<file path="config.mk">
export PLATFORM = sky130hd
export DESIGN_NAME = uhis_top
export DESIGN_NICKNAME = d
export VERILOG_FILES = /design/src/logic/uhis_pkg.sv /design/src/logic/uhis_top.sv
export SDC_FILE = /design/constraint.sdc
export NUM_CORES = 1
export LEC_CHECK = 0
export BUFFER_PORTS_ARGS = -buffer_cell sky130_fd_sc_hd__buf_2
export CAP_MARGIN = 20
export CELL_PAD_IN_SITES_DETAIL_PLACEMENT = 1
export CELL_PAD_IN_SITES_GLOBAL_PLACEMENT = 2
export CORE_MARGIN = 8
export CORE_UTILIZATION = 24
export CTS_CLUSTER_SIZE = 20
export DETAILED_ROUTE_END_ITERATION = 10
export PLACE_DENSITY_LB_ADDON = 0.08
export SYNTH_ARGS = -nofsm -noshare
export SYNTH_HDL_FRONTEND = slang
export SYNTH_SLANG_ARGS = --single-unit
</file>
<file path="constraint.sdc">
create_clock -name clk_i -period 1.48 [get_ports clk_i]
set_input_delay 0.148 -clock clk_i [delete_from_list [all_inputs] [get_ports clk_i]]
set_output_delay 0.148 -clock clk_i [all_outputs]
set_load 0.1 [all_outputs]
</file>
<file path="src/logic/uhis_pkg.sv">
// register map, field positions and reset values of the usb host interrupt status block
// assumes a 32-bit axi4-lite register bus with word aligned byte addresses
package uhis_pkg;
	// byte offsets of the registers
	localparam logic [7:0] CMD_STATUS_OFS = 8'h08;
	localparam logic [7:0] INT_STATUS_OFS = 8'h0c;
	localparam logic [7:0] INT_ENABLE_OFS = 8'h10;
	localparam logic [7:0] INT_DISABLE_OFS = 8'h14;
	localparam logic [7:0] EVENT_CTRL_OFS = 8'h40;
	// status bit positions
	localparam int SCHED_OVERRUN_BIT = 0;
	localparam int DONE_HEAD_WB_BIT = 1;
	localparam int FRAME_START_BIT = 2;
	localparam int RESUME_DET_BIT = 3;
	localparam int UNRECOV_ERR_BIT = 4;
	localparam int FRAME_OVF_BIT = 5;
	localparam int ROOT_HUB_CHG_BIT = 6;
	localparam int OWN_CHG_BIT = 30;
	localparam int MASTER_EN_BIT = 31;
	// command status fields
	localparam int OWN_REQ_BIT = 3;
	localparam int OVR_CNT_LO = 16;
	localparam int OVR_CNT_HI = 17;
	// event control register: bit 0 ends an ownership changeover
	localparam int OWN_DONE_BIT = 0;
	// masks of implemented bits
	localparam logic [31:0] STATUS_MASK = 32'h4000_007f;
	localparam logic [31:0] ENABLE_MASK = 32'hc000_007f;
	localparam logic [31:0] ZERO_WORD = 32'h0000_0000;
	localparam logic [1:0] OVR_CNT_RESET = 2'h0;
	localparam logic [1:0] OVR_CNT_STEP = 2'h1;
	// axi response codes
	localparam logic [1:0] RESP_OKAY = 2'h0;
	localparam logic [1:0] RESP_SLVERR = 2'h2;
endpackage

</file>
<file path="src/logic/uhis_top.sv">
// interrupt status logic of a usb host core with an axi4-lite register slave
// assumes event inputs are single-cycle pulses or levels from logic on clk_i;
// the resume line is a level that may come from outside, so it is synchronised here
//
// What this block does
// - events set sticky status bits
// - interrupt needs enable and master enable
// - write one clears, zero leaves
// - software writes never set status
// - hardware never clears status bits
// - ownership request sets ownership change bit
// - enabled ownership change drives smi pin
// - ownership bit zero without smi pin
// - root hub change sets bit six
// - frame counter msb toggle sets bit five
// - system error sets bit four, halts
// - resume rising edge sets bit three
// - commanded resume does not set it
// - frame start sets bit two with sof
// - done head write-back sets bit one
// - no write-back while bit one set
// - schedule overrun sets bit zero
// - overrun increments two-bit count
// - status resets zero, reserved write zero
// - count starts zero, wraps, always counts
// - ownership request cleared after changeover

////////////////////////////////////////////////////////////////////////
// register map seen from the bus, byte addresses:
//   0x08 command status: bit 3 ownership request, writing one sets it;
//        bits 17:16 overrun count, read only
//   0x0c interrupt event status: write one clears, bits 30 and 6:0 exist
//   0x10 interrupt event enable: write one sets, bit 31 is the master enable
//   0x14 same enable register: write one clears, a read returns the enables
//   0x40 event control: writing one to bit 0 marks the changeover as done
//        and drops the ownership request; reads give zero
// any other address answers slverr, and a read of it returns zero
//
// timing seen from the bus:
//   write address and write data may come in either order; the response
//   rises one edge after both are held, and the register changes at that
//   same edge
//   read data stand from the edge that takes the address, until rready
//
// timing seen from the event sources:
//   a pulse sampled at edge n sets its status bit at edge n
//   the registered interrupt and smi follow one edge later; the write-back
//   permission drops at edge n itself
//   the resume line passes three flops and a change counts only once the
//   second and third agree, so a resume must stand for at least two
//   cycles; a one-cycle blip is taken as noise and ignored
//
// hazards a user must know:
//   a set and a software clear in the same cycle leave the bit set, so an
//   event is never lost to a clear that raced it
//   the ownership bit is set again every cycle while the request stands;
//   clear it only after the changeover has dropped the request
//   the unrecoverable error bit does not end the halt; only the error
//   correction input does
//   the ownership bit drives only the smi pin, never the host interrupt
////////////////////////////////////////////////////////////////////////
module uhis_top #(
	parameter bit HAS_SMI_PIN = 1'b1
) (
	input wire logic clk_i,
	input wire logic reset_n_i,
	// axi4-lite write address
	input wire logic [7:0] s_axi_awaddr_i,
	input wire logic s_axi_awvalid_i,
	output logic s_axi_awready_o,
	// axi4-lite write data
	input wire logic [31:0] s_axi_wdata_i,
	input wire logic [3:0] s_axi_wstrb_i,
	input wire logic s_axi_wvalid_i,
	output logic s_axi_wready_o,
	// axi4-lite write response
	output logic [1:0] s_axi_bresp_o,
	output logic s_axi_bvalid_o,
	input wire logic s_axi_bready_i,
	// axi4-lite read address
	input wire logic [7:0] s_axi_araddr_i,
	input wire logic s_axi_arvalid_i,
	output logic s_axi_arready_o,
	// axi4-lite read data
	output logic [31:0] s_axi_rdata_o,
	output logic [1:0] s_axi_rresp_o,
	output logic s_axi_rvalid_o,
	input wire logic s_axi_rready_i,
	// internal event sources
	input wire logic root_hub_change_i,
	input wire logic [15:0] frame_number_counter_i,
	input wire logic frame_number_copy_done_i,
	input wire logic system_error_i,
	input wire logic error_corrected_i,
	input wire logic resume_signal_i,
	input wire logic sof_issue_i,
	input wire logic done_head_written_i,
	input wire logic sched_overrun_i,
	// results
	output logic done_head_writeback_allow_o,
	output logic processing_halt_o,
	output logic host_irq_o,
	output logic system_mgmt_interrupt_pin_n_o
);

	////////////////////////////////////////////////////////////////////////
	// state

	logic [31:0] status_q; // interrupt_event_status
	logic [31:0] enable_q; // interrupt_event_enable incl. master enable
	logic own_req_q; // ownership_change_request
	logic [1:0] ovr_cnt_q; // overrun count field
	logic halt_q; // processing halted by system error
	logic [15:15] fm_msb_q; // last frame counter msb
	logic res_s1_q, res_s2_q, res_s3_q; // resume synchroniser
	logic res_lvl_q; // accepted resume level
	logic [31:0] set_d; // hardware set vector
	logic [31:0] clr_d; // software clear vector
	logic aw_hold_q; // write address captured
	logic w_hold_q; // write data captured
	logic [7:0] aw_addr_q;
	logic [31:0] w_data_q;
	logic [3:0] w_strb_q;
	logic wr_go; // both halves present, response free
	logic [31:0] wmask; // byte enables spread to bits

	////////////////////////////////////////////////////////////////////////
	// write channel: address and data accepted in either order

	assign wr_go = aw_hold_q && w_hold_q && !s_axi_bvalid_o;
	assign wmask = {{8{w_strb_q[3]}}, {8{w_strb_q[2]}}, {8{w_strb_q[1]}}, {8{w_strb_q[0]}}};

	// capture write address
	always_ff @(posedge clk_i) begin
		if (!reset_n_i) begin
			aw_hold_q <= 1'b0;
			aw_addr_q <= 8'h00;
			s_axi_awready_o <= 1'b0;
		end else if (s_axi_awready_o && s_axi_awvalid_i) begin
			aw_hold_q <= 1'b1;
			aw_addr_q <= s_axi_awaddr_i;
			s_axi_awready_o <= 1'b0;
		end else if (wr_go) begin
			aw_hold_q <= 1'b0;
		end else begin
			// ready only while no address is held
			s_axi_awready_o <= !aw_hold_q;
		end
	end

	// capture write data
	always_ff @(posedge clk_i) begin
		if (!reset_n_i) begin
			w_hold_q <= 1'b0;
			w_data_q <= 32'h0000_0000;
			w_strb_q <= 4'h0;
			s_axi_wready_o <= 1'b0;
		end else if (s_axi_wready_o && s_axi_wvalid_i) begin
			w_hold_q <= 1'b1;
			w_data_q <= s_axi_wdata_i;
			w_strb_q <= s_axi_wstrb_i;
			s_axi_wready_o <= 1'b0;
		end else if (wr_go) begin
			w_hold_q <= 1'b0;
		end else begin
			s_axi_wready_o <= !w_hold_q;
		end
	end

	// write response, slverr for unmapped addresses
	always_ff @(posedge clk_i) begin
		if (!reset_n_i) begin
			s_axi_bvalid_o <= 1'b0;
			s_axi_bresp_o <= uhis_pkg::RESP_OKAY;
		end else if (wr_go) begin
			s_axi_bvalid_o <= 1'b1;
			case (aw_addr_q)
				uhis_pkg::CMD_STATUS_OFS, uhis_pkg::INT_STATUS_OFS, uhis_pkg::INT_ENABLE_OFS,
				uhis_pkg::INT_DISABLE_OFS, uhis_pkg::EVENT_CTRL_OFS: s_axi_bresp_o <= uhis_pkg::RESP_OKAY;
				default: s_axi_bresp_o <= uhis_pkg::RESP_SLVERR;
			endcase
		end else if (s_axi_bready_i) begin
			s_axi_bvalid_o <= 1'b0;
		end
	end

	////////////////////////////////////////////////////////////////////////
	// read channel: one read at a time, data one cycle after address

	always_ff @(posedge clk_i) begin
		if (!reset_n_i) begin
			s_axi_arready_o <= 1'b0;
			s_axi_rvalid_o <= 1'b0;
			s_axi_rdata_o <= uhis_pkg::ZERO_WORD;
			s_axi_rresp_o <= uhis_pkg::RESP_OKAY;
		end else if (s_axi_arready_o && s_axi_arvalid_i) begin
			s_axi_arready_o <= 1'b0;
			s_axi_rvalid_o <= 1'b1;
			s_axi_rresp_o <= uhis_pkg::RESP_OKAY;
			case (s_axi_araddr_i)
				// command status: overrun count and ownership request
				uhis_pkg::CMD_STATUS_OFS: begin
					s_axi_rdata_o <= uhis_pkg::ZERO_WORD;
					s_axi_rdata_o[uhis_pkg::OVR_CNT_HI:uhis_pkg::OVR_CNT_LO] <= ovr_cnt_q;
					s_axi_rdata_o[uhis_pkg::OWN_REQ_BIT] <= own_req_q;
				end
				uhis_pkg::INT_STATUS_OFS: s_axi_rdata_o <= status_q;
				uhis_pkg::INT_ENABLE_OFS, uhis_pkg::INT_DISABLE_OFS: s_axi_rdata_o <= enable_q;
				uhis_pkg::EVENT_CTRL_OFS: s_axi_rdata_o <= uhis_pkg::ZERO_WORD;
				default: begin
					s_axi_rdata_o <= uhis_pkg::ZERO_WORD;
					s_axi_rresp_o <= uhis_pkg::RESP_SLVERR;
				end
			endcase
		end else if (s_axi_rvalid_o) begin
			if (s_axi_rready_i) begin
				s_axi_rvalid_o <= 1'b0;
			end
		end else begin
			s_axi_arready_o <= 1'b1;
		end
	end

	////////////////////////////////////////////////////////////////////////
	// event detection

	// resume line: three flops, change counts when stages two and three agree
	always_ff @(posedge clk_i) begin
		if (!reset_n_i) begin
			res_s1_q <= 1'b0;
			res_s2_q <= 1'b0;
			res_s3_q <= 1'b0;
			res_lvl_q <= 1'b0;
		end else begin
			res_s1_q <= resume_signal_i;
			res_s2_q <= res_s1_q;
			res_s3_q <= res_s2_q;
			// accept a new level only when stages two and three agree
			if (res_s2_q == res_s3_q) begin
				res_lvl_q <= res_s3_q;
			end
		end
	end

	// frame counter msb history
	always_ff @(posedge clk_i) begin
		if (!reset_n_i) begin
			fm_msb_q <= 1'b0;
		end else begin
			fm_msb_q <= frame_number_counter_i[15];
		end
	end

	// hardware set vector from the event sources
	always_comb begin
		set_d = uhis_pkg::ZERO_WORD;
		set_d[uhis_pkg::OWN_CHG_BIT] = own_req_q && HAS_SMI_PIN;
		set_d[uhis_pkg::ROOT_HUB_CHG_BIT] = root_hub_change_i;
		set_d[uhis_pkg::FRAME_OVF_BIT] = (fm_msb_q != frame_number_counter_i[15]) || frame_number_copy_done_i;
		set_d[uhis_pkg::UNRECOV_ERR_BIT] = system_error_i;
		set_d[uhis_pkg::RESUME_DET_BIT] = res_s2_q && res_s3_q && !res_lvl_q;
		set_d[uhis_pkg::FRAME_START_BIT] = sof_issue_i;
		set_d[uhis_pkg::DONE_HEAD_WB_BIT] = done_head_written_i;
		set_d[uhis_pkg::SCHED_OVERRUN_BIT] = sched_overrun_i;
	end

	// software clear vector on a write to the status register
	always_comb begin
		clr_d = uhis_pkg::ZERO_WORD;
		if (wr_go && aw_addr_q == uhis_pkg::INT_STATUS_OFS) begin
			clr_d = w_data_q & wmask & uhis_pkg::STATUS_MASK;
		end
	end

	////////////////////////////////////////////////////////////////////////
	// registers

	// status bits: set wins over a clear in the same cycle
	always_ff @(posedge clk_i) begin
		if (!reset_n_i) begin
			status_q <= uhis_pkg::ZERO_WORD;
		end else begin
			status_q <= ((status_q & ~clr_d) | set_d) & uhis_pkg::STATUS_MASK;
		end
	end

	// enable register: set through its own offset, cleared through the disable offset
	always_ff @(posedge clk_i) begin
		if (!reset_n_i) begin
			enable_q <= uhis_pkg::ZERO_WORD;
		end else if (wr_go && aw_addr_q == uhis_pkg::INT_ENABLE_OFS) begin
			enable_q <= enable_q | (w_data_q & wmask & uhis_pkg::ENABLE_MASK);
		end else if (wr_go && aw_addr_q == uhis_pkg::INT_DISABLE_OFS) begin
			enable_q <= enable_q & ~(w_data_q & wmask & uhis_pkg::ENABLE_MASK);
		end
	end

	// ownership change request bit
	always_ff @(posedge clk_i) begin
		if (!reset_n_i) begin
			own_req_q <= 1'b0;
		end else if (wr_go && aw_addr_q == uhis_pkg::CMD_STATUS_OFS && wmask[uhis_pkg::OWN_REQ_BIT]
				&& w_data_q[uhis_pkg::OWN_REQ_BIT]) begin
			// software request sets it
			own_req_q <= 1'b1;
		end else if (wr_go && aw_addr_q == uhis_pkg::EVENT_CTRL_OFS && wmask[uhis_pkg::OWN_DONE_BIT]
				&& w_data_q[uhis_pkg::OWN_DONE_BIT]) begin
			own_req_q <= 1'b0;
		end
	end

	// overrun count
	always_ff @(posedge clk_i) begin
		if (!reset_n_i) begin
			ovr_cnt_q <= uhis_pkg::OVR_CNT_RESET;
		end else if (sched_overrun_i) begin
			ovr_cnt_q <= ovr_cnt_q + uhis_pkg::OVR_CNT_STEP;
		end
	end

	// halt after system error until corrected
	always_ff @(posedge clk_i) begin
		if (!reset_n_i) begin
			halt_q <= 1'b0;
		end else if (system_error_i) begin
			halt_q <= 1'b1;
		end else if (error_corrected_i) begin
			halt_q <= 1'b0;
		end
	end

	////////////////////////////////////////////////////////////////////////
	// outputs

	// interrupt, smi and write-back permission, all registered
	always_ff @(posedge clk_i) begin
		if (!reset_n_i) begin
			host_irq_o <= 1'b0;
			system_mgmt_interrupt_pin_n_o <= 1'b1;
			done_head_writeback_allow_o <= 1'b0;
			processing_halt_o <= 1'b0;
		end else begin
			host_irq_o <= enable_q[uhis_pkg::MASTER_EN_BIT]
				&& |(status_q & enable_q & uhis_pkg::STATUS_MASK & ~(32'h1 << uhis_pkg::OWN_CHG_BIT));
			system_mgmt_interrupt_pin_n_o <= !(HAS_SMI_PIN && status_q[uhis_pkg::OWN_CHG_BIT]
				&& enable_q[uhis_pkg::OWN_CHG_BIT]);
			done_head_writeback_allow_o <= !status_q[uhis_pkg::DONE_HEAD_WB_BIT] && !set_d[uhis_pkg::DONE_HEAD_WB_BIT];
			processing_halt_o <= halt_q || system_error_i;
		end
	end

endmodule

</file>
==> reports/results.ini, run 1 <==
[global_routing]
grt_usage_pct = 10.69
grt_pass1_wl_mm = 13.50
overflow = 0
grt_max_degree = 32
antenna_found_initial = 0
grt_pass1_vias = 2585

[detailed_routing]
dr.pass1.iters = 4
vias = 2482
wl_met2_mm = 3.602
wl_met1_mm = 3.909
route.top_layer_used = met4
drtIter0Drc = 106
drc = 0
avgViaCountPerCell = 4.228
postRouteAntennaNets = 0
met3_length_um = 512
wirelength_mm = 8.182
post_drt_wl_per_cell_um = 13.94

[critical_path]
crit_path_max_fanout = 4
cp_slowest_cell = nor4_4
path_cells = nor4_4 -> buf_4 -> and2_4 -> nand4_1 -> mux2i_1
slowest_delay_ns = 0.34
crit_type = reg2reg
arrival_ns = 1.63
cp.required_ns = 1.70
r2r_setup_slack_ns = 0.07
end_kind = register
critPathLaunchType = register
critPathLaunch = aw_addr_q[7]$_SDFFE_PN0P_
reg2reg_from = aw_addr_q[7]$_SDFFE_PN0P_
rr_worst_depth = 5

[timing]
rsz0062_at_grt = true
fin_crit_sh_pct = 95.36
hold_slack_ns = 0.02210
hold_viol = 0
fin_worst_skew_ns = 0.005858
slew_viol_final = 0
fmax_mhz = 708.5
fin_crit_ns = 1.411
finalSetupViolCount = 0

[placement]
placedCellCount = 567
io_buffers = 64
hpwl_mm = 6.197
finalWeightedCongestion = 0.6798
postPlaceCellArea_sq_um = 3520

[clock_tree]
clk_root_buffer_cell = clkbuf_16
tritoncts = yes
clockBufferDepth = 2
cts_buffers = 9
clk_pin_slew_ns = 0.06
clock_latency_ns = 0.33
cts_htree_levels = 3
cts.sinks = 69

[power]
powerDensity_nw_per_um2 = 1257
power_leakage_nw = 1.655
ir_worst_vdd_mv = 0.3905

[synth]
synth-compound-area-share_pct = 17.63
synth_top_area_share_pct = 46.12
yosysUniqueCellTypes = 47
yosys.area_share.simple_pct = 21.26
yosys_warnings = 0
synth_edf_count = 0
synth_area_leaders = dfxtp_1, nand2_1, a21boi_0
synth_most_common_cell = nand2_1
ys_seq_elements = 69
async_flop_share_pct = 0
synth_area_leader_cell = dfxtp_1
ys_seq_area_share_pct = 46.12
synth_xor_area_share_pct = 1.170
ys.flop_type = dfxtp_1
synthMuxAreaShare_pct = 3.718
synth_area_sq_um = 2995
syn_avg_cell_area_sq_um = 9.077
synth_top_family_by_area = simple AND/OR/NAND/NOR gates
synthTopCellsByCount = nand2_1, dfxtp_1, a21boi_0, buf_4, and2_1
synth_adder_area_share_pct = 0.4177
syn-instance-count = 330

[final_layout]
antenna_cells = 0
multi_input_comb_area_sq_um = 1426
syn_to_final_growth_pct = 29.66
final_cells = 587
num-nets-final = 494
fin_area_sq_um = 3884
n_fill_cell = 1493
layout-drive-gt1-share_pct = 28.67
final_util_pct = 31.28
seqCellArea_sq_um = 1393

[floorplan]
dieWidth_um = 127.7
rows = 41
start_util_pct = 24.13
die_h_um = 127.7
ios = 128
dieArea_sq_um = 16310
core_sq_um = 12410

[status]
run_status = finished clean

[min_path]
hold_depth = 2
hp-class = in2reg

[flow_run]
cap_violations = 0

## worst max-delay path, delay by kind of cell, from the launching register on
kind / cells / cell delay (ns)
buf+inv: 1 / 0.19
flops: 1 / 0.33
mux: 1 / 0.15
simple gates: 3 / 0.63
## logic make-up (layout without fill, tap and decap cells)
kind of cell / count (synthesis) / after routing
other: 1 / 23
DFF: 69 / 69
adders and majority gates: 1 / 1
muxes: 11 / 11
xor gates and xnor gates: 4 / 4
buffers and inverters: 46 / 109
AOI/OAI and AO/OA: 75 / 75
and+or+nand+nor: 123 / 123
## power breakdown
group,internal (W),switching [W]
Sequential,0.00193,0.0000549
Combinational,0.000182,0.000548
Clock,0.00137,0.000797
Total,0.00348,0.00140
## what timing repair did
item / CTS / global route
endpoints found under the setup margin: 1 / 6
hold endpoints to repair: 2 / 0
setup buffers: 0 / 2
gates resized for setup: 2 / 5
hold buffers: 2 / 0
pin swaps: 0 / 5
## layout by cell type, fill, tap and decap left out, types with 2 or more instances in the layout
cell type,instances
nand2_1,74
dfxtp_1,64
buf_2,64
a21boi_0,23
conb_1,23
buf_4,16
and2_1,11
o21ai_0,11
mux2i_1,10
clkbuf_16,10
a22oi_1,9
inv_1,8
a31oi_1,7
nand2b_1,7
nor2b_1,6
nor2_1,5
nand4_1,4
o21ai_1,4
o21ai_2,4
o21a_1,3
a21boi_1,3
dfxtp_2,3
clkbuf_8,3
xor2_1,2
a21oi_1,2
and3b_1,2
xnor2_1,2
nor4_4,2
nand3_1,2
a222oi_1,2
dlygate4sd3_1,2
buf_12,2
dfxtp_4,2
## worst min path at each step
stage,from,endpoint
floorplan,done_head_written_i,done_head_writeback_allow_o$_SDFF_PN0_
global placement,error_corrected_i,halt_q$_SDFFE_PN0P_
detailed placement,error_corrected_i,halt_q$_SDFFE_PN0P_
CTS,resume_signal_i,res_s1_q$_SDFF_PN0_
global route,resume_signal_i,res_s1_q$_SDFF_PN0_
finish,resume_signal_i,res_s1_q$_SDFF_PN0_
## per-stage QoR
step	worst slack (ns)	power, W	setup TNS (ns)
6_report	0.06862	0.004882	0
5_1_grt	-0.005034	0.005118	-0.005034
4_1_cts	0.02887	0.004972	0
3_5_place_dp	-0.06489	0.002742	-0.2148
3_3_place_gp	-0.06313	0.002734	-0.2227
2_1_floorplan	-0.002322	0.002608	-0.002322
## final cells by class
cell class	instances	share of cell area [%]
inverters	8	0.7732
clock inverters	2	0.3222
repair buffers	85	13.18
clock buffers	14	7.603
multi-input cells	237	36.73
well taps	172	5.541
flip-flops and latches	69	35.86
## metal layers
metal	vias to the layer above	track usage, %
li1	1248	-
met3	10	3.120
met1	1160	13.48
met2	64	16.17
met5	-	0
met4	0	5.664
(Power assumes the default switching activity.)
==> run 2, diff against run 1 <==
--- a/config.mk
+++ b/config.mk
@@ -9,6 +9,7 @@
 export CAP_MARGIN = 20
 export CELL_PAD_IN_SITES_DETAIL_PLACEMENT = 1
 export CELL_PAD_IN_SITES_GLOBAL_PLACEMENT = 2
+export CORE_ASPECT_RATIO = 0.5
 export CORE_MARGIN = 8
 export CORE_UTILIZATION = 24
 export CTS_CLUSTER_SIZE = 20
==> run 2 against run 1 <==
Compared with the run above: clock-buffer cell count unchanged; clock skew grew 0.0044 ns; die area increased by 1.3%; sequential share of layout area grew 0.73 points; design area fell by 2.0%.
==> reports/results.ini, run 2 (same netlist as run 1, synthesis figures left out) <==
[clock_tree]
clockBufferDepth = 2  ; unchanged
clock_latency_ns = 0.33  ; about the same
clk_root_buffer_cell = clkbuf_16  ; unchanged
cts_buffers = 9  ; unchanged
tritoncts = yes  ; unchanged
clk_pin_slew_ns = 0.05  ; was 0.06 ns
cts_htree_levels = 3  ; unchanged
cts_hold_buf = 0  ; was 2
cts.sinks = 69  ; unchanged

[final_layout]
final_util_pct = 31.77  ; was 31.28%
layout-drive-gt1-share_pct = 28.19  ; was 28.67%
final_cells = 580  ; was 587
antenna_cells = 0  ; unchanged
num-nets-final = 494  ; unchanged
layout_common_cells = nand2_1, dfxtp_1, buf_2  ; unchanged
n_fill_cell = 1469  ; was 1,493
layout_commonest_cell = nand2_1  ; unchanged
syn_to_final_growth_pct = 27.07  ; was 29.66%

[critical_path]
cp.required_ns = 1.69  ; was 1.70 ns
crit_type = reg2reg  ; unchanged
critPathLaunchType = register  ; unchanged
path_cells = nor4_4 -> and4_4 -> a21boi_1 -> o31a_1  ; was nor4_4 -> buf_4 -> and2_4 -> nand4_1 -> mux2i_1
r2r_setup_slack_ns = 0.07  ; about the same
rr_endpoint = status_q[5]$_SDFF_PN0_
rr_worst_depth = 4  ; was 5
slowest_delay_ns = 0.34  ; about the same
reg2reg_from = aw_addr_q[7]$_SDFFE_PN0P_  ; unchanged
cp_slowest_cell = nor4_4  ; unchanged
arrival_ns = 1.62  ; was 1.63 ns
crit_path_max_fanout = 4  ; unchanged
end_kind = register  ; unchanged

[power]
powerDensity_nw_per_um2 = 1221  ; was 1257 nW/um^2
ir_worst_vdd_mv = 0.4179  ; was 0.3905 mV
power_leakage_nw = 1.630  ; was 1.655 nW

[detailed_routing]
drc = 0  ; unchanged
avgViaCountPerCell = 4.312  ; was 4.228
vias = 2501  ; was 2,482
wl_met2_mm = 3.586  ; was 3.602 mm
route.top_layer_used = met4  ; unchanged
met3_length_um = 482  ; was 512 um
drtIter0Drc = 68  ; was 106
wirelength_mm = 8.698  ; was 8.182 mm
dr.pass1.iters = 4  ; unchanged
post_drt_wl_per_cell_um = 15.00  ; was 13.94 um
postRouteAntennaNets = 0  ; unchanged
wl_met1_mm = 4.549  ; was 3.909 mm

[global_routing]
grt_pass1_wl_mm = 14.13  ; was 13.50 mm
overflow = 0  ; unchanged
antenna_found_initial = 0  ; unchanged
grt_pass1_vias = 2736  ; was 2,585
grt_usage_pct = 10.84  ; was 10.69%
grt_max_degree = 24  ; was 32

[timing]
slew_viol_final = 0  ; unchanged
fin_crit_sh_pct = 95.44  ; was 95.36%
fin_crit_ns = 1.413  ; was 1.411 ns
finalSetupViolCount = 0  ; unchanged
rsz0062_at_grt = true  ; unchanged
hold_viol = 0  ; unchanged
fin_worst_skew_ns = 0.01027  ; was 0.005858 ns
fmax_mhz = 708.0  ; was 708.5 MHz

[floorplan]
start_util_pct = 25.00  ; was 24.13%
rows = 28  ; was 41
die_h_um = 95.00  ; was 127.7 um
dieWidth_um = 174.0  ; was 127.7 um
ios = 128  ; unchanged
core_sq_um = 11980  ; was 12,410 sq um
dieArea_sq_um = 16530  ; was 16,310 sq um

[placement]
io_buffers = 64  ; unchanged
finalWeightedCongestion = 0.7251  ; was 0.6798
hpwl_mm = 6.702  ; was 6.197 mm
placedCellCount = 563  ; was 567

[min_path]
hold_start = done_head_written_i  ; was resume_signal_i
hold_depth = 2  ; unchanged
hp-class = in2reg  ; unchanged
min_to = done_head_writeback_allow_o$_SDFF_PN0_  ; was res_s1_q$_SDFF_PN0_

[status]
run_status = finished clean  ; unchanged

[flow_run]
cap_violations = 0  ; unchanged

==> run 2: cell types whose count changed in the layout (fill, tap and decap cells not counted) <==
cell and delta:
buf_4 +4, a21boi_2 -1, dlygate4sd3_1 -2, clkinvlp_4 -1
a21boi_1 +1, clkbuf_1 +3, clkbuf_16 -1, clkbuf_8 -2
buf_6 -1, clkinv_2 +1, buf_12 -1
==> run 2: worst max path at each step <==
stage | from | depth (start not counted) | slack (ns) | endpoint
finish | aw_addr_q[7]$_SDFFE_PN0P_ | 4 | 0.07 | status_q[5]$_SDFF_PN0_
global route | aw_addr_q[7]$_SDFFE_PN0P_ | 4 | -0.002 | status_q[5]$_SDFF_PN0_
CTS | aw_addr_q[0]$_SDFFE_PN0P_ | 4 | 0.004 | status_q[5]$_SDFF_PN0_
detailed placement | s_axi_araddr_i[1] | 5 | -0.06 | s_axi_rdata_o[17]$_SDFFE_PN0P_
global placement | aw_addr_q[0]$_SDFFE_PN0P_ | 4 | -0.05 | status_q[5]$_SDFF_PN0_
floorplan | s_axi_bvalid_o$_SDFFE_PN0P_ | 5 | -0.002 | status_q[5]$_SDFF_PN0_
==> run 2: layout make-up <==
| class | instances | area (sq um) | area share [%] |
|---|---|---|---|
| clock buffers | 14 | 254.0 | 6.673 |
| multi-input cells | 237 | 1423 | 37.38 |
| inverters | 8 | 30.03 | 0.7890 |
| clock inverters | 2 | 10.01 | 0.2630 |
| flip-flops and latches | 69 | 1393 | 36.59 |
| repair buffers | 85 | 490.5 | 12.89 |
| well taps | 165 | 206.4 | 5.424 |
==> run 2: metrics by stage <==
| stage | hold slack, ns | total power [W] | setup WS [ns] | TNS [ns] | instance area, sq um |
|---|---|---|---|---|---|
| after floorplan | 0.2238 | 0.002608 | -0.002322 | -0.002322 | 3094 |
| after global placement | 0.3382 | 0.002738 | -0.05352 | -0.1005 | 3521 |
| after detailed placement | 0.3465 | 0.002751 | -0.05790 | -0.3139 | 3521 |
| after CTS | 0.0005758 | 0.004728 | 0.004227 | 0 | 3786 |
| after global routing | 0.01776 | 0.004864 | -0.001568 | -0.001799 | 3806 |
| final | 0.01853 | 0.004649 | 0.06749 | 0 | 3806 |
==> run 2: timing repair <==
action                     4_1_cts  5_1_grt
setup buffers                    0        1
hold endpoints to repair         0        0
setup endpoints to repair        1        6
resized for setup                1        4
pin swaps                        0        3
cloned                           0        0
==> run 2: critical path: cells and delay by family (launching register included) <==
kind            cells  cell delay [ns]
compound gates      2             0.30
flops               1             0.33
simple gates        2             0.67
==> run 2: layer usage <==
metal  GRT usage (%)  up-vias
met4           3.392        0
met5               0        -
met2           16.44       71
met3           4.182        7
met1           14.06     1177
li1                -     1246
==> run 2: where the power goes <==
part | leakage [nW] | switching [W] | internal (W)
Clock | 0.131 | 0.000756 | 0.00118
Sequential | 0.565 | 0.0000575 | 0.00193
Combinational | 0.934 | 0.000554 | 0.000177
Total | 1.63 | 0.00137 | 0.00328
